[config.mk]
export PLATFORM = sky130hd
export DESIGN_NAME = fbe_block_erase
export DESIGN_NICKNAME = d
export VERILOG_FILES = /design/src/core/fbe_pkg.sv /design/src/core/fbe_unlock.sv /design/src/core/fbe_timer.sv /design/src/core/fbe_block_erase.sv
export SDC_FILE = /design/constraint.sdc
export NUM_CORES = 1
export LEC_CHECK = 0
export ABC_AREA = 1
export BUFFER_PORTS_ARGS = -buffer_cell sky130_fd_sc_hd__buf_2
export CAP_MARGIN = 20
export CORE_MARGIN = 10
export CORE_UTILIZATION = 45
export DETAILED_ROUTE_END_ITERATION = 10
export PLACE_DENSITY = 0.67
export SLEW_MARGIN = 10
export SYNTH_ARGS = -nofsm -noshare
export SYNTH_HDL_FRONTEND = slang
export SYNTH_SLANG_ARGS = --single-unit
[constraint.sdc]
create_clock -name clock -period 5.5 [get_ports clock]
set_clock_uncertainty 0.15 [all_clocks]
set_input_delay 1.1 -clock clock [delete_from_list [all_inputs] [get_ports clock]]
set_output_delay 1.1 -clock clock [all_outputs]
set_load 0.02 [all_outputs]
[src/core/fbe_pkg.sv]
// Shared constants and types for the flash block erase controller
package fbe_pkg;

    // Clock and erase timing
    localparam int CLK_PERIOD_NS = 40;
    localparam int ERASE_TIME_NS = 2_000_000;
    localparam int ERASE_CYCLES  = ERASE_TIME_NS / CLK_PERIOD_NS;

    // Block geometry of the table pointer
    localparam int BLOCK_BYTES = 64;
    localparam int TP_WIDTH    = 22;
    localparam int BLK_LSB     = 6;
    localparam int BLK_WIDTH   = TP_WIDTH - BLK_LSB;

    // Register byte offsets
    localparam logic [4:0] OFS_CTRL = 5'h00;
    localparam logic [4:0] OFS_KEY  = 5'h04;
    localparam logic [4:0] OFS_TPTR = 5'h08;
    localparam logic [4:0] OFS_STAT = 5'h0C;
    localparam logic [4:0] OFS_MASK = 5'h10;

    // Unlock key values
    localparam logic [7:0] KEY_FIRST  = 8'h55;
    localparam logic [7:0] KEY_SECOND = 8'hAA;

    // Control register layout, bit 7 down to bit 0
    typedef struct packed {
        logic mem_sel;
        logic cfg_sel;
        logic rsvd;
        logic block_clear;
        logic fault;
        logic permit;
        logic prog_go;
        logic fetch_go;
    } fbe_ctrl_t;

    // Event status and mask layout
    typedef struct packed {
        logic [5:0] rsvd;
        logic       fault;
        logic       done;
    } fbe_evt_t;

    typedef enum logic [1:0] {
        ST_IDLE  = 2'b00,
        ST_ERASE = 2'b01,
        ST_PROG  = 2'b10
    } fbe_state_t;

    typedef enum logic [1:0] {
        KEY_IDLE  = 2'b00,
        KEY_HALF  = 2'b01,
        KEY_ARMED = 2'b10
    } fbe_key_t;

    // Command to the flash array
    typedef struct packed {
        logic                 erase;
        logic                 write;
        logic                 mem_sel;
        logic                 cfg_sel;
        logic [BLK_WIDTH-1:0] block;
    } fbe_nvm_cmd_t;

    // Whole state of the top module
    typedef struct packed {
        fbe_state_t            st;
        fbe_ctrl_t             ctl;
        logic [TP_WIDTH-1:0]   tptr;
        logic [BLK_WIDTH-1:0]  blk;
        fbe_evt_t              stat;
        fbe_evt_t              mask;
        logic                  rd_ack;
        logic [31:0]           rdata;
    } fbe_top_t;

    localparam fbe_ctrl_t CTRL_RESET = 8'h00;
    localparam fbe_top_t  TOP_RESET  = '0;

endpackage : fbe_pkg

[src/core/fbe_unlock.sv]
// Two-write unlock key detector
`timescale 1ns/100ps
module fbe_unlock
    import fbe_pkg::*;
(
    // System
    input  wire logic       clock,
    input  wire logic       rst,
    input  wire logic       clear,
    // Key port writes
    input  wire logic       key_wr,
    input  wire logic [7:0] key_data,
    // Start attempt uses up the key
    input  wire logic       consume,
    output logic            armed
);

    typedef struct packed {
        fbe_key_t ks;
    } fbe_unl_t;

    fbe_unl_t s;
    fbe_unl_t next_s;

    always_comb begin
        next_s = s;
        if (key_wr) begin
            unique case (s.ks)
                KEY_HALF: begin
                    if (key_data == KEY_SECOND)
                        next_s.ks = KEY_ARMED;
                    else if (key_data == KEY_FIRST)
                        next_s.ks = KEY_HALF;
                    else
                        next_s.ks = KEY_IDLE;
                end
                KEY_IDLE, KEY_ARMED: begin
                    next_s.ks = (key_data == KEY_FIRST) ? KEY_HALF
                                                        : KEY_IDLE;
                end
                default: next_s.ks = KEY_IDLE;
            endcase
        end
        // One start per key sequence
        if (consume || clear)
            next_s.ks = KEY_IDLE;
    end

    always_ff @(posedge clock or posedge rst) begin
        if (rst)
            s <= '{ks: KEY_IDLE};
        else
            s <= next_s;
    end

    assign armed = (s.ks == KEY_ARMED);
endmodule : fbe_unlock

[src/core/fbe_timer.sv]
// Self-timed programming cycle timer
`timescale 1ns/100ps
module fbe_timer #(
    parameter int CYCLES = 50000
) (
    // System
    input  wire logic clock,
    input  wire logic rst,
    // Control
    input  wire logic start,
    input  wire logic abort,
    // Status
    output logic      busy,
    output logic      done
);

    localparam int CW = $clog2(CYCLES + 1);

    generate
        if (CYCLES < 2) begin : g_bad
            $error("fbe_timer: CYCLES must be at least 2");
        end
    endgenerate

    typedef struct packed {
        logic          busy;
        logic [CW-1:0] cnt;
    } fbe_tmr_t;

    fbe_tmr_t s;
    fbe_tmr_t next_s;

    // Done fires in the last counted cycle so the cycle is exact
    assign done = s.busy && (s.cnt == '0);
    assign busy = s.busy;

    always_comb begin
        next_s = s;
        if (abort) begin
            next_s.busy = 1'b0;
            next_s.cnt  = '0;
        end else if (start && !s.busy) begin
            next_s.busy = 1'b1;
            next_s.cnt  = CW'(CYCLES - 1);
        end else if (done) begin
            next_s.busy = 1'b0;
        end else if (s.busy) begin
            next_s.cnt = s.cnt - CW'(1);
        end
    end

    always_ff @(posedge clock or posedge rst) begin
        if (rst)
            s <= '0;
        else
            s <= next_s;
    end
endmodule : fbe_timer

[src/core/fbe_block_erase.sv]
// Flash block erase controller with Avalon-MM register access
//
// Functional notes
// - An erase always clears one whole 64-byte block, in whichever memory mem_sel and cfg_sel select.
// - The block comes from pointer bits 21:6; bits 5:0 are ignored.
// - No single-word erase exists; the block is the smallest unit.
// - Only a 55h then AAh key write pair lets the go bit start.
// - Go with block clear selected begins erasing the block.
// - The processor stalls for the whole erase, about 2 ms.
// - The cycle ends by itself when the internal timer expires.
// - Block clear chooses erase and is cleared when the erase ends.
// - No program or erase cycle starts unless permit is set.
// - Fetch go is set by software only, cleared by hardware, blocked
//      while memory or configuration select is set.
`timescale 1ns/100ps
module fbe_block_erase
    import fbe_pkg::*;
#(
    parameter int ERASE_CYC = ERASE_CYCLES
) (
    // System
    input  wire logic         clock,
    input  wire logic         rst,
    input  wire logic         dev_reset,
    // Avalon-MM slave
    input  wire logic [4:0]   address,
    input  wire logic         read,
    input  wire logic         write,
    input  wire logic [31:0]  writedata,
    input  wire logic [3:0]   byteenable,
    output logic [31:0]       readdata,
    output logic              waitrequest,
    // Flash array and core
    output fbe_nvm_cmd_t      nvm_cmd,
    output logic              eeprom_read,
    output logic              cpu_stall,
    // Interrupt
    output logic              irq
);

    fbe_top_t  s;
    fbe_top_t  next_s;
    fbe_ctrl_t wc;
    logic      key_armed;
    logic      key_wr;
    logic      consume;
    logic      t_start;
    logic      t_abort;
    logic      t_busy;
    logic      t_done;
    logic      busy;
    logic      ctrl_wr;
    logic      rd_take;
    logic [31:0] rd_mux;
    logic [31:0] tptr_merged;
    int        stall_len;

    // Stall assertion below wants eight cycles at least
    generate
        if (ERASE_CYC < 8) begin : g_bad_cyc
            $error("fbe_block_erase: ERASE_CYC must be at least 8");
        end
    endgenerate

    // Byte-lane merge of a write into a stored word
    function automatic logic [31:0] fbe_merge(
        input logic [31:0] old,
        input logic [31:0] wd,
        input logic [3:0]  be
    );
        logic [31:0] r;
        r = old;
        for (int i = 0; i < 4; i++) begin
            if (be[i])
                r[8*i +: 8] = wd[8*i +: 8];
        end
        return r;
    endfunction : fbe_merge

    // Write-one-to-clear on the low byte of an event register
    function automatic fbe_evt_t fbe_w1c(
        input fbe_evt_t    old,
        input logic [31:0] wd,
        input logic [3:0]  be
    );
        fbe_evt_t r;
        r = old;
        if (be[0])
            r = old & ~fbe_evt_t'(wd[7:0]);
        r.rsvd = '0;
        return r;
    endfunction : fbe_w1c

    assign busy    = (s.st != ST_IDLE);
    assign key_wr  = write && (address == OFS_KEY) && byteenable[0];
    assign ctrl_wr = write && (address == OFS_CTRL) && byteenable[0];
    assign rd_take = read && !s.rd_ack;
    assign wc      = fbe_ctrl_t'(writedata[7:0]);
    assign tptr_merged = fbe_merge({{(32-TP_WIDTH){1'b0}}, s.tptr},
                                   writedata, byteenable);

    fbe_unlock u_unlock (
        .clock    (clock),
        .rst      (rst),
        .clear    (dev_reset),
        .key_wr   (key_wr),
        .key_data (writedata[7:0]),
        .consume  (consume),
        .armed    (key_armed)
    );

    fbe_timer #(
        .CYCLES (ERASE_CYC)
    ) u_timer (
        .clock (clock),
        .rst   (rst),
        .start (t_start),
        .abort (t_abort),
        .busy  (t_busy),
        .done  (t_done)
    );

    // Read multiplexer; unmapped and key offsets read zero
    always_comb begin
        rd_mux = 32'h0000_0000;
        case (address)
            OFS_CTRL: rd_mux = {24'h00_0000, s.ctl};
            OFS_TPTR: rd_mux = {{(32-TP_WIDTH){1'b0}}, s.tptr};
            OFS_STAT: rd_mux = {24'h00_0000, s.stat};
            OFS_MASK: rd_mux = {24'h00_0000, s.mask};
            default:  rd_mux = 32'h0000_0000;
        endcase
    end

    always_comb begin
        next_s  = s;
        consume = 1'b0;
        t_start = 1'b0;
        t_abort = 1'b0;

        // Fetch go lasts a single cycle
        // hardware clear
        next_s.ctl.fetch_go = 1'b0;

        // One wait state on reads, none on writes
        next_s.rd_ack = rd_take;
        if (rd_take)
            next_s.rdata = rd_mux;

        // Control writes are frozen while a cycle runs
        if (ctrl_wr && !busy) begin
            next_s.ctl.mem_sel     = wc.mem_sel;
            next_s.ctl.cfg_sel     = wc.cfg_sel;
            next_s.ctl.block_clear = wc.block_clear;
            next_s.ctl.permit      = wc.permit;
            next_s.ctl.fault       = wc.fault;
            if (wc.fetch_go && !s.ctl.mem_sel && !s.ctl.cfg_sel)
                next_s.ctl.fetch_go = 1'b1;
            // Any go attempt spends the key, so a refused try needs
            // a fresh sequence
            // key gates go
            if (wc.prog_go) begin
                consume = 1'b1;
                if (key_armed && s.ctl.permit) begin
                    next_s.ctl.prog_go = 1'b1;
                    t_start            = 1'b1;
                    next_s.st = wc.block_clear ? ST_ERASE : ST_PROG;
                    next_s.blk = s.tptr[TP_WIDTH-1:BLK_LSB];
                end
            end
        end

        if (write && !busy && address == OFS_TPTR)
            next_s.tptr = tptr_merged[TP_WIDTH-1:0];

        if (write && address == OFS_STAT)
            next_s.stat = fbe_w1c(s.stat, writedata, byteenable);

        if (write && address == OFS_MASK && byteenable[0]) begin
            next_s.mask      = fbe_evt_t'(writedata[7:0]);
            next_s.mask.rsvd = '0;
        end

        // Hardware events come last so a set beats a clear
        unique case (s.st)
            ST_IDLE: begin
            end
            ST_ERASE, ST_PROG: begin
                if (t_done) begin
                    next_s.st          = ST_IDLE;
                    next_s.ctl.prog_go = 1'b0;
                    next_s.stat.done   = 1'b1;
                    if (s.st == ST_ERASE)
                        next_s.ctl.block_clear = 1'b0;
                end
            end
            default: begin
                next_s.st = ST_IDLE;
            end
        endcase

        if (dev_reset) begin
            next_s.ctl.permit      = 1'b0;
            next_s.ctl.prog_go     = 1'b0;
            next_s.ctl.fetch_go    = 1'b0;
            next_s.ctl.block_clear = 1'b0;
            next_s.st              = ST_IDLE;
            t_start                = 1'b0;
            if (busy) begin
                t_abort          = 1'b1;
                next_s.ctl.fault = 1'b1;
                next_s.stat.fault = 1'b1;
                next_s.ctl.mem_sel = s.ctl.mem_sel;
                next_s.ctl.cfg_sel = s.ctl.cfg_sel;
            end
        end

        next_s.ctl.rsvd = 1'b0;
    end

    always_ff @(posedge clock or posedge rst) begin
        if (rst)
            s <= TOP_RESET;
        else
            s <= next_s;
    end

    // Outputs
    assign readdata    = s.rdata;
    assign waitrequest = rd_take;
    assign irq         = |(s.stat & s.mask);
    assign eeprom_read = s.ctl.fetch_go;
    assign cpu_stall   = busy;

    assign nvm_cmd.erase   = (s.st == ST_ERASE);
    assign nvm_cmd.write   = (s.st == ST_PROG);
    assign nvm_cmd.mem_sel = s.ctl.mem_sel;
    assign nvm_cmd.cfg_sel = s.ctl.cfg_sel;
    assign nvm_cmd.block   = s.blk;

    // Assertion helper only; counts the cycles of the running stall
    always_ff @(posedge clock or posedge rst) begin
        if (rst)
            stall_len <= 0;
        else if (cpu_stall)
            stall_len <= stall_len + 1;
        else
            stall_len <= 0;
    end
endmodule : fbe_block_erase

==> summary.md, run 1 <==
| Metric | Value |
|---|---|
| Crit-path most repeated cell | `buf_2` |
| Input/output buffers | `80` |
| Clk root buf | `clkbuf_8` |
| Die X | `123 um` |
| CP cell instances | `buf_2, inv_1, nor2_1, buf_2` |
| DRT Pass-1 Iters | `4` |
| Crit path max fanout | `2` |
| CP Launch Type | `input port` |
| I/O pin count | `102` |
| Period utilization | `0.506` |
| Worst Slack Setup Final | `2.72 ns` |
| Nets | `651` |
| Static Leak | `0.00284 uW` |
| CTS clk-pin slew, worst paths | `0.09 ns` |
| Ant diodes | `0` |
| Required time worst endpoint | `4.25 ns` |
| Mean Syn Cell Area | `8.48 sq um` |
| H-tree depth | `3` |
| Cell Pwr Density | `255 nW/um^2` |
| Layout cell share with drive strength beyond 1 | `0.199` |
| Global-route wire length before repair | `17,400 um` |
| Post-layout power | `1310 uW` |
| Max Freq | `360 MHz` |
| DR iter-0 viols | `298` |
| Hold_buf cts | `0` |
| DRT Wirelength | `10,600 um` |
| Clock latency on the worst-skew pair | `0.36 ns` |
| Max cap viols | `0` |
| CORE AREA | `10,300 sq um` |
| RSZ-0062 raised after global routing | `no` |
| Worst min path class | `reg -> reg` |
| Register bit total from synthesis | `93` |
| Antenna violations before repair | `0` |
| GRT Total Usage | `0.143` |
| Area delta synth->final | `8.06%` |
| CTS Buf Count | `9` |
| Arrival @ worst endpoint | `1.53 ns` |
| Max-slew headroom | `0.484` |
| Seq/Total Area, Yosys | `0.490` |
| Drt drc | `0` |
| Slew Viols, Final | `0` |
| Largest net degree at the start of global routing | `50` |
| Final setup fails | `0` |
| Period minus WS final | `2.78 ns` |
| Setup Buffers After CTS | `0` |
| Post-CTS resize count | `0` |
| Crit path capture type | `output pin` |
| Clk buf depth | `2` |
| Cell with the biggest individual delay on the critical path | `buf_2` |
| Via density | `4.92` |
| Status | `complete, no violations` |
| Starting Density | `0.460` |
| Die ar. | `15,100 sq um` |
| Distinct cell type count of the synthesized netlist | `37` |
| Final hold violation count | `0` |
| Setup WS pre-CTS | `2.43 ns` |
| Post-Synthesis Cells | `560` |
| Number of global-route vias before repair | `3,646` |
| Mapped Area | `4750 sq um` |
| Util after Layout | `0.497` |
| Routability Congestion | `0.884` |
| Worst Max-Slew Pin Slew | `0.774 ns` |
| Routed vias | `3,644` |
| Crit-path max cell delay | `0.19 ns` |
| Routed Antenna Nets | `0` |
| Grt ovf | `0` |
| Die Ht | `123 um` |
| Site row count | `37` |
| Peak supply drop | `0.137 mV` |
| CP Class | `in -> out` |
| Setup TNS | `0 ns` |
| CTS tree | `built` |
| Number of synthesis warnings | `0` |
| HPWL Detailed | `8030 um` |
| Clk sinks | `93` |
| WL per Instance | `14.4 um` |
-- kinds of logic after synthesis --
kind of cell	Yosys count	share of synthesized area
mux	14	0.0332
fa+ha+maj	6	0.0158
buf+inv	112	0.131
flops	93	0.490
xor+xnor	10	0.0184
other cells	1	0.000790
simple gates	270	0.248
compound gates	54	0.0630
-- cell usage after synthesis, drive strengths merged --
library cell | n | area share
clkinv | 2 | 0.0016
nand4 | 10 | 0.016
xnor2 | 5 | 0.0092
nor4 | 2 | 0.0026
inv | 47 | 0.037
conb | 1 | 0.00079
buf | 57 | 0.087
nand3 | 26 | 0.030
o21ai | 34 | 0.036
nor2 | 35 | 0.031
o211ai | 1 | 0.0016
clkbuf | 6 | 0.0047
ha | 6 | 0.016
o2111ai | 1 | 0.0018
mux2 | 14 | 0.033
xor2 | 5 | 0.0092
o31ai | 4 | 0.0063
or2 | 1 | 0.0013
o22ai | 2 | 0.0026
nand2 | 188 | 0.15
nor3 | 6 | 0.0097
a22o | 2 | 0.0037
a21boi | 1 | 0.0016
dfrtp | 93 | 0.49
a21oi | 9 | 0.0095
nand3b | 2 | 0.0058
-- flip-flops by register name, summed over array words and instances (netlist names) --
| signal | count |
|---|---|
| s | 33 |
| u_timer.busy | 1 |
| u_timer.s | 16 |
| readdata | 22 |
| nvm_cmd | 18 |
| u_unlock.s | 2 |
| eeprom_read | 1 |
-- cell type report --
cell class	instances	area, sq um
Inverter	49	185
Clock inverter	6	72.6
Sequential cell	93	2330
Fill cell	1015	5190
Clock buffer	10	128
Timing Repair Buffer	82	415
Multi-Input combinational cell	364	1830
Tap cell	136	170
-- power breakdown --
part	internal (uW)	leakage [uW]	total, uW	switching [uW]
Combinational	35.8	0.00148	112	75.8
Clock	215	0.000102	463	248
Sequential	715	0.00125	734	19.4
Total	966	0.00284	1310	343
-- routing by layer --
layer  part of all wire  global-route usage  vias to the layer above
li1                   -                   -                     1795
met1               0.43               0.176                     1749
met2               0.50               0.237                       89
met3              0.065              0.0367                       11
met4              0.011              0.0501                        0
met5                  0                   0                        -
-- per-stage QoR --
stage | instance area (sq um) | hold WS (ns) | cells
floorplan | 4780 | 0.300 | 569
global placement | 4930 | 0.309 | 724
detailed placement | 4930 | 0.311 | 724
CTS | 5130 | 0.336 | 740
global route | 5130 | 0.362 | 740
finish | 5130 | 0.334 | 740
-- layout by cell type, fill, tap and decap left out, drive strengths merged, types with 14 or more instances in the layout --
cell,Yosys,final
nand2,188,188
inv,47,47
nor2,35,35
mux2,14,14
dfrtp,93,93
nand3,26,26
buf,57,82
o21ai,34,34
-- worst paths after layout --
kind	startpoint	end	slack [ns]	cells past startpoint
hold / removal	readdata[10]$_DFFE_PP0P_	readdata[10]$_DFFE_PP0P_	0.33	2
max in group asynchronous	rst	s[82]$_DFFE_PP0P_	3.41	3
setup / recovery	read	waitrequest	2.72	4
min in group asynchronous	rst	u_timer.s[9]$_DFFE_PP0P_	0.69	2
setup reg to reg	s[95]$_DFF_PP0_	u_timer.s[1]$_DFFE_PP0P_	2.95	11
hold reg to reg	readdata[10]$_DFFE_PP0P_	readdata[10]$_DFFE_PP0P_	0.33	2
-- critical path, delay by kind of cell --
family,cells,cell delay (ns)
buffers and inverters,3,0.30
and+or+nand+nor,1,0.13
(Power assumes the default switching activity.)
==> inputs of run 2 (changes only) <==
Settings changed: ABC_AREA 1 to 0.
Clock period 5.5 ns to 2.9 ns, I/O delays scaled along.
==> run 2 against run 1 <==
Against the previous run:
- via count decreased by 7.1%
- sequential cell count unchanged
- first-iteration DRC count decreased by 15%
- clock power up 95%
- utilization increased by 0.87 points
- power is 90% higher
- critical path depth increased by 3
- synthesized cell count is 21% lower
- synthesized area decreased by 1.6%
- sequential power grew 89%
- sequential share of layout area decreased by 0.37 points
- critical path type is now reg -> reg
- critical endpoint is now u_timer.s[10]$_DFFE_PP0P_
==> summary.md, run 2 <==
| Metric | Value |
|---|---|
| Die X | `122 um (was 123 um)` |
| Clock latency on the worst-skew pair | `0.35 ns (was 0.36 ns)` |
| Worst min path class | `in -> async (was reg -> reg)` |
| Routability Congestion | `0.838 (was 0.884)` |
| Most common library cell in the layout ignoring fill and taps | `dfrtp_1 (was nand2_1)` |
| DRT Pass-1 Iters | `5 (was 4)` |
| Final hold violation count | `0 (unchanged)` |
| DR iter-0 viols | `254 (was 298)` |
| Register bit total from synthesis | `93 (unchanged)` |
| Input/output buffers | `80 (unchanged)` |
| Util after Layout | `0.506 (was 0.497)` |
| Post-Synthesis Cells | `441 (was 560)` |
| CP Launch Type | `register (was input port)` |
| Required time worst endpoint | `3.02 ns (was 4.25 ns)` |
| Arrival @ worst endpoint | `2.55 ns (was 1.53 ns)` |
| Die Ht | `122 um (was 123 um)` |
| Routed vias | `3,385 (was 3,644)` |
| Commonest cells in the netlist | `dfrtp_1, nand2_1, buf_4 (was nand2_1, dfrtp_1, buf_4)` |
| Nets | `542 (was 651)` |
| Peak supply drop | `0.273 mV (was 0.137 mV)` |
| Cell Pwr Density | `480 nW/um^2 (was 255 nW/um^2)` |
| DRT Wirelength | `10,900 um (was 10,600 um)` |
| Clk buf depth | `2 (unchanged)` |
| Flop-to-flop setup slack | `0.47 ns (was 2.95 ns)` |
| Setup TNS | `0 ns (unchanged)` |
| RSZ-0062 raised after global routing | `no (unchanged)` |
| Post-synthesis adder-cell area fraction | `0.0161 (was 0.0158)` |
| Antenna violations before repair | `0 (unchanged)` |
| Max-slew headroom | `0.550 (was 0.484)` |
| Worst reg2reg startpoint | `u_timer.s[0]$_DFFE_PP0P_ (was s[95]$_DFF_PP0_)` |
| Clk root buf | `clkbuf_8 (unchanged)` |
| CORE AREA | `10,200 sq um (was 10,300 sq um)` |
| I/O pin count | `102 (unchanged)` |
| Die ar. | `14,900 sq um (was 15,100 sq um)` |
| Setup Buffers After CTS | `0 (unchanged)` |
| Max FFs per register | `33 (unchanged)` |
| Period utilization | `0.839` |
| Share of flip-flops with an asynchronous set or reset | `1.00 (unchanged)` |
| Largest net degree at the start of global routing | `43 (was 50)` |
| Top FF cell, synth | `dfrtp_1 (unchanged)` |
| Routed Antenna Nets | `0 (unchanged)` |
| Via density | `5.36 (was 4.92)` |
| Starting Density | `0.457 (was 0.460)` |
| Final setup fails | `0 (unchanged)` |
| Number of synthesis warnings | `0 (unchanged)` |
| Largest cells by area after synthesis | `dfrtp_1, mux2_2, buf_4 (was dfrtp_1, nand2_1, buf_4)` |
| Mapped Area | `4670 sq um (was 4750 sq um)` |
| Top cell type's share of synthesized area | `0.498 (was 0.490)` |
| Largest register by flop count | `s (unchanged)` |
| Crit path capture type | `register (was output pin)` |
| Ant diodes | `0 (unchanged)` |
| Max Freq | `411 MHz` |
| Post-synth EDFFs | `0 (unchanged)` |
| Worst hold margin | `0.161 ns (was 0.334 ns)` |
| CTS clk-pin slew, worst paths | `0.09 ns (about the same)` |
| Slew Viols, Final | `0 (unchanged)` |
| Max cap viols | `0 (unchanged)` |
| Post-CTS resize count | `0 (unchanged)` |
| Area delta synth->final | `10.8% (was 8.06%)` |
| Static Leak | `0.00262 uW (was 0.00284 uW)` |
| Distinct cell type count of the synthesized netlist | `55 (was 37)` |
| Main combinational cell family by area after synthesis | `simple AND/OR/NAND/NOR gates (unchanged)` |
| Number of global-route vias before repair | `3,358 (was 3,646)` |
| Post-layout power | `2490 uW (was 1310 uW)` |
| CTS tree | `built (unchanged)` |
| Crit path max fanout | `5 (was 2)` |
| HPWL Detailed | `8300 um (was 8030 um)` |
| WL per Instance | `17.2 um (was 14.4 um)` |
| Hold_buf cts | `0 (unchanged)` |
| Period minus WS final | `2.43 ns` |
| GRT Total Usage | `0.142 (was 0.143)` |
| Most common cell in the netlist | `dfrtp_1 (was nand2_1)` |
| Post-DP Area | `4960 sq um (was 4930 sq um)` |
| Synth Area in XOR/XNOR | `0 (was 0.0184)` |
| Grt ovf | `0 (unchanged)` |
| H-tree depth | `3 (unchanged)` |
| Drt drc | `0 (unchanged)` |
| Layout cell share with drive strength beyond 1 | `0.333 (was 0.199)` |
| Reg2Reg Capture Point | `u_timer.s[10]$_DFFE_PP0P_ (was u_timer.s[1]$_DFFE_PP0P_)` |
| Cell taking the most area after synthesis | `dfrtp_1 (unchanged)` |
| R2R depth | `7 (was 11)` |
| Design area | `5170 sq um (was 5130 sq um)` |
| CP Class | `reg -> reg (was in -> out)` |
| Post-Synth Simple-Gate Area | `0.153 (was 0.248)` |
| Seq/Total Area, Yosys | `0.498 (was 0.490)` |
| Compound-Gate Fraction of Synth Area | `0.107 (was 0.0630)` |
| Status | `complete, no violations (unchanged)` |
| Post-synthesis mux area share | `0.116 (was 0.0332)` |
| Site row count | `37 (unchanged)` |
| Most frequent cells in the layout | `dfrtp_1, buf_2, nand2_1 (was nand2_1, dfrtp_1, buf_2)` |
| Worst Max-Slew Pin Slew | `0.674 ns (was 0.774 ns)` |
| Global-route wire length before repair | `17,100 um (was 17,400 um)` |
| CTS Buf Count | `9 (unchanged)` |
| Mean Syn Cell Area | `10.6 sq um (was 8.48 sq um)` |
| Clk sinks | `93 (unchanged)` |
-- run 2: per-stage QoR --
step | instances | worst slack, ns
5_1_grt | 631 | 0.279
4_1_cts | 631 | 0.469
2_1_floorplan | 450 | 0.449
6_report | 631 | 0.466
3_3_place_gp | 615 | 0.271
3_5_place_dp | 615 | 0.226
-- run 2: per-layer routing --
metal,up-vias,share of wire,wire [um],global-route usage
met5,-,0,0,0
li1,1603,-,-,-
met4,0,0.0044,48,0.0276
met3,4,0.071,775,0.0453
met2,91,0.51,5540,0.241
met1,1687,0.41,4500,0.174
-- run 2: worst max path at each step --
stage | start | to | slack, ns | cells after the start
2_1_floorplan | address[2] | u_timer.s[15]$_DFFE_PP0P_ | 0.45 | 7
3_3_place_gp | address[1] | u_timer.s[15]$_DFFE_PP0P_ | 0.27 | 6
3_5_place_dp | address[1] | u_timer.s[15]$_DFFE_PP0P_ | 0.23 | 6
4_1_cts | u_timer.s[0]$_DFFE_PP0P_ | u_timer.s[10]$_DFFE_PP0P_ | 0.47 | 7
5_1_grt | u_timer.s[0]$_DFFE_PP0P_ | u_timer.s[10]$_DFFE_PP0P_ | 0.28 | 7
6_report | u_timer.s[0]$_DFFE_PP0P_ | u_timer.s[10]$_DFFE_PP0P_ | 0.47 | 7
-- run 2: area by class of cell --
class	count	area [sq um]
Inverter	10	41.3
Tap cell	136	170
Timing Repair Buffer	98	548
Clock buffer	12	155
Multi-Input combinational cell	278	1880
Clock inverter	4	55.1
Sequential cell	93	2330
Fill cell	926	5060
-- run 2: kinds of logic (layout without fill, tap and decap cells) --
logic type / after synthesis / after routing
simple gates: 140 / 140
flops: 93 / 93
buf+inv: 79 / 124
compound gates: 73 / 73
mux: 49 / 49
fa+ha+maj: 6 / 6
other cells: 1 / 10
-- run 2: power by group --
part	switching, uW	total (uW)	internal, uW
combinational	113	192	79.3
clock	452	903	451
sequential	39.4	1390	1350
total	604	2490	1880
-- run 2: worst max-delay path, cell delays in order (launching register included) --
cell and delay [ns]:
dfrtp_1 0.44, inv_1 0.13, ha_1 0.22, nor3b_1 0.31, nand2_1 0.20, or4_1 0.45, or3_1 0.32, mux2i_1 0.13
==> inputs of run 3 (changes only) <==
Settings changed: PLACE_DENSITY 0.67 to 0.7.
Clock period 2.9 ns to 2.2 ns, I/O delays scaled along.
==> run 3 against run 2 <==
Against the previous run:
- non-clock buffer count up 44
- count of clock-buffer cells in the layout unchanged
- global-route usage up 1.2 points
- worst setup slack worse by 0.42 ns
- clock power up 41%
- sequential power up 32%
- sequential cell count unchanged
- register-to-register slack worse by 0.42 ns
- largest power group unchanged
==> summary.md, run 3 (synthesis results as in run 2) <==
| Metric | Value |
|---|---|
| Status | `complete, no violations (unchanged)` |
| Largest net degree at the start of global routing | `38 (was 43)` |
| CTS clk-pin slew, worst paths | `0.08 ns (was 0.09 ns)` |
| Crit path max-delay family | `simple AND/OR/NAND/NOR gates (unchanged)` |
| Worst Hold End | `s[82]$_DFFE_PP0P_` |
| Worst hold path cell count | `2` |
| Starting Density | `0.457 (unchanged)` |
| Flop-to-flop setup slack | `0.04 ns (was 0.47 ns)` |
| P_sw | `776 uW (was 604 uW)` |
| Design area | `5630 sq um (was 5170 sq um)` |
| Crit path capture type | `register (unchanged)` |
| Worst min path class | `in -> reg (was in -> async)` |
| DRT Wirelength | `11,600 um (was 10,900 um)` |
| Via density | `5.27 (was 5.36)` |
| Gate power share | `0.081 (was 0.077)` |
| Cell Pwr Density | `599 nW/um^2 (was 480 nW/um^2)` |
| Antenna violations before repair | `0 (unchanged)` |
| Ant diodes | `0 (unchanged)` |
| Power Internal | `2600 uW (was 1880 uW)` |
| Reg power frac | `0.543 (was 0.559)` |
| Final hold violation count | `0 (unchanged)` |
| Multi-input logic area | `1950 sq um (was 1880 sq um)` |
| Crit-path most repeated cell | `or4_1` |
| CORE AREA | `10,200 sq um (unchanged)` |
| Clk root buf | `clkbuf_8 (unchanged)` |
| Global-route wire length before repair | `18,400 um (was 17,100 um)` |
| Routed Antenna Nets | `0 (unchanged)` |
| Most frequent cells in the layout | `dfrtp_1, buf_2, nand2_1 (unchanged)` |
| Peak supply drop | `0.324 mV (was 0.273 mV)` |
| H-tree depth | `3 (unchanged)` |
| Worst reg2reg startpoint | `u_timer.s[8]$_DFFE_PP0P_ (was u_timer.s[0]$_DFFE_PP0P_)` |
| DR iter-0 viols | `279 (was 254)` |
| CTS Buf Count | `9 (unchanged)` |
| Routed vias | `3,552 (was 3,385)` |
| Layout fillers | `911 (was 926)` |
| Period minus WS final | `2.16 ns (was 2.43 ns)` |
| Final setup fails | `0 (unchanged)` |
| Site row count | `37 (unchanged)` |
| DRT Pass-1 Iters | `4 (was 5)` |
| Post-layout power | `3370 uW (was 2490 uW)` |
| Cell with the biggest individual delay on the critical path | `or4_4 (was or4_1)` |
| Reg2Reg Capture Point | `u_timer.s[13]$_DFFE_PP0P_ (was u_timer.s[10]$_DFFE_PP0P_)` |
| Max Freq | `464 MHz (was 411 MHz)` |
| Drt drc | `0 (unchanged)` |
| Number of global-route vias before repair | `3,640 (was 3,358)` |
| Routability Congestion | `0.850 (was 0.838)` |
| I/O pin count | `102 (unchanged)` |
| Largest register by flop count | `s (unchanged)` |
| Slew Viols, Final | `0 (unchanged)` |
| Switching share of power | `0.230 (was 0.243)` |
| Min-delay src | `writedata[17]` |
| Nets | `586 (was 542)` |
| Post-DP Area | `5250 sq um (was 4960 sq um)` |
| CP Buf/Inv Count | `0 (was 1)` |
| Max cap viols | `0 (unchanged)` |
| CTS tree | `built (unchanged)` |
| Crit path max fanout | `2 (was 5)` |
| CP Launch Type | `register (unchanged)` |
| Static Leak | `0.00288 uW (was 0.00262 uW)` |
| Area delta synth->final | `20.6% (was 10.8%)` |
| Die Ht | `122 um (unchanged)` |
| R2R depth | `4 (was 7)` |
| RSZ-0062 raised after global routing | `yes (was no)` |
| CP cell instances | `or4_4, or4_1, or4_1, a21oi_2 (was inv_1, ha_1, nor3b_1, nand2_1, or4_1, or3_1, mux2i_1)` |
| Arrival @ worst endpoint | `2.30 ns (was 2.55 ns)` |
| Max FFs per register | `33 (unchanged)` |
| CP Depth | `4 (was 7)` |
| Clock share of power | `0.376 (was 0.363)` |
| Layout cell share with drive strength beyond 1 | `0.411 (was 0.333)` |
| WL per Instance | `17.2 um (about the same)` |
| Clk sinks | `93 (unchanged)` |
| Clk buf depth | `2 (unchanged)` |
| Die X | `122 um (unchanged)` |
| Clock latency on the worst-skew pair | `0.36 ns (was 0.35 ns)` |
| Reg area | `2330 sq um (unchanged)` |
| Grt ovf | `0 (unchanged)` |
| Most common library cell in the layout ignoring fill and taps | `dfrtp_1 (unchanged)` |
| GRT Total Usage | `0.154 (was 0.142)` |
| Crit-path max cell delay | `0.53 ns (was 0.45 ns)` |
| Die ar. | `14,900 sq um (unchanged)` |
| Util after Layout | `0.551 (was 0.506)` |
| Required time worst endpoint | `2.34 ns (was 3.02 ns)` |
| CP Class | `reg -> reg (unchanged)` |
| Period utilization | `0.980 (was 0.839)` |
| HPWL Detailed | `8700 um (was 8300 um)` |
| Input/output buffers | `80 (unchanged)` |
run 3: cell count changes in the layout (fill, tap and decap cells not counted), sizes merged:
cell         before  now
buf              98  141
bufinv            1    2
clkinvlp          2    1
dlygate4sd3       0    1
inv              10    9
run 3: stage by stage:
| step | hold slack, ns | TNS (ns) | std cells | setup slack (ns) |
|---|---|---|---|---|
| floorplan | 0.301 | -0.0176 | 450 | -0.0176 |
| global placement | 0.303 | -3.44 | 649 | -0.142 |
| detailed placement | 0.301 | -4.90 | 649 | -0.210 |
| CTS | 0.147 | 0 | 671 | 0.00647 |
| global route | 0.147 | -0.117 | 674 | -0.0368 |
| finish | 0.158 | 0 | 674 | 0.0435 |
run 3: power groups by stage:
stage	Clock (uW)	Sequential (uW)	Combinational, uW
6_report	1270	1830	274
5_1_grt	1360	1840	301
4_1_cts	1290	1830	277
3_5_place_dp	0	1860	272
3_3_place_gp	0	1860	264
2_1_floorplan	0	1850	188
run 3: area by class of cell:
class,instances,area share
Clock inverter,3,0.0122
Clock buffer,12,0.0275
Sequential cell,93,0.413
Timing Repair Buffer,142,0.163
Inverter,10,0.00733
Multi-Input combinational cell,278,0.347
Tap cell,136,0.0302
run 3: how the worst max path moves through the flow:
stage                             startpoint                        end  slack, ns
global placement                  address[1]  u_timer.s[15]$_DFFE_PP0P_      -0.14
CTS                          s[95]$_DFF_PP0_     nvm_cmd[9]$_DFFE_PP0P_      0.006
floorplan                    s[95]$_DFF_PP0_   u_timer.s[3]$_DFFE_PP0P_      -0.02
finish              u_timer.s[8]$_DFFE_PP0P_  u_timer.s[13]$_DFFE_PP0P_       0.04
global route        u_timer.s[8]$_DFFE_PP0P_  u_timer.s[13]$_DFFE_PP0P_      -0.04
detailed placement                address[1]   u_timer.s[3]$_DFFE_PP0P_      -0.21
run 3: what timing repair did:
action / in CTS / in global routing
gates resized for setup: 14 / 11
pin swaps: 3 / 2
endpoints found under the setup margin: 17 / 32
gates cloned: 2 / 0
hold buffers: 1 / 0
buffers inserted: 4 / 3
hold endpoints to repair: 13 / 0
run 3: per-layer routing:
layer / GRT usage / part of all wire
met5: 0 / 0
met4: 0.0477 / 0.010
met3: 0.0375 / 0.059
met2: 0.268 / 0.52
met1: 0.184 / 0.41
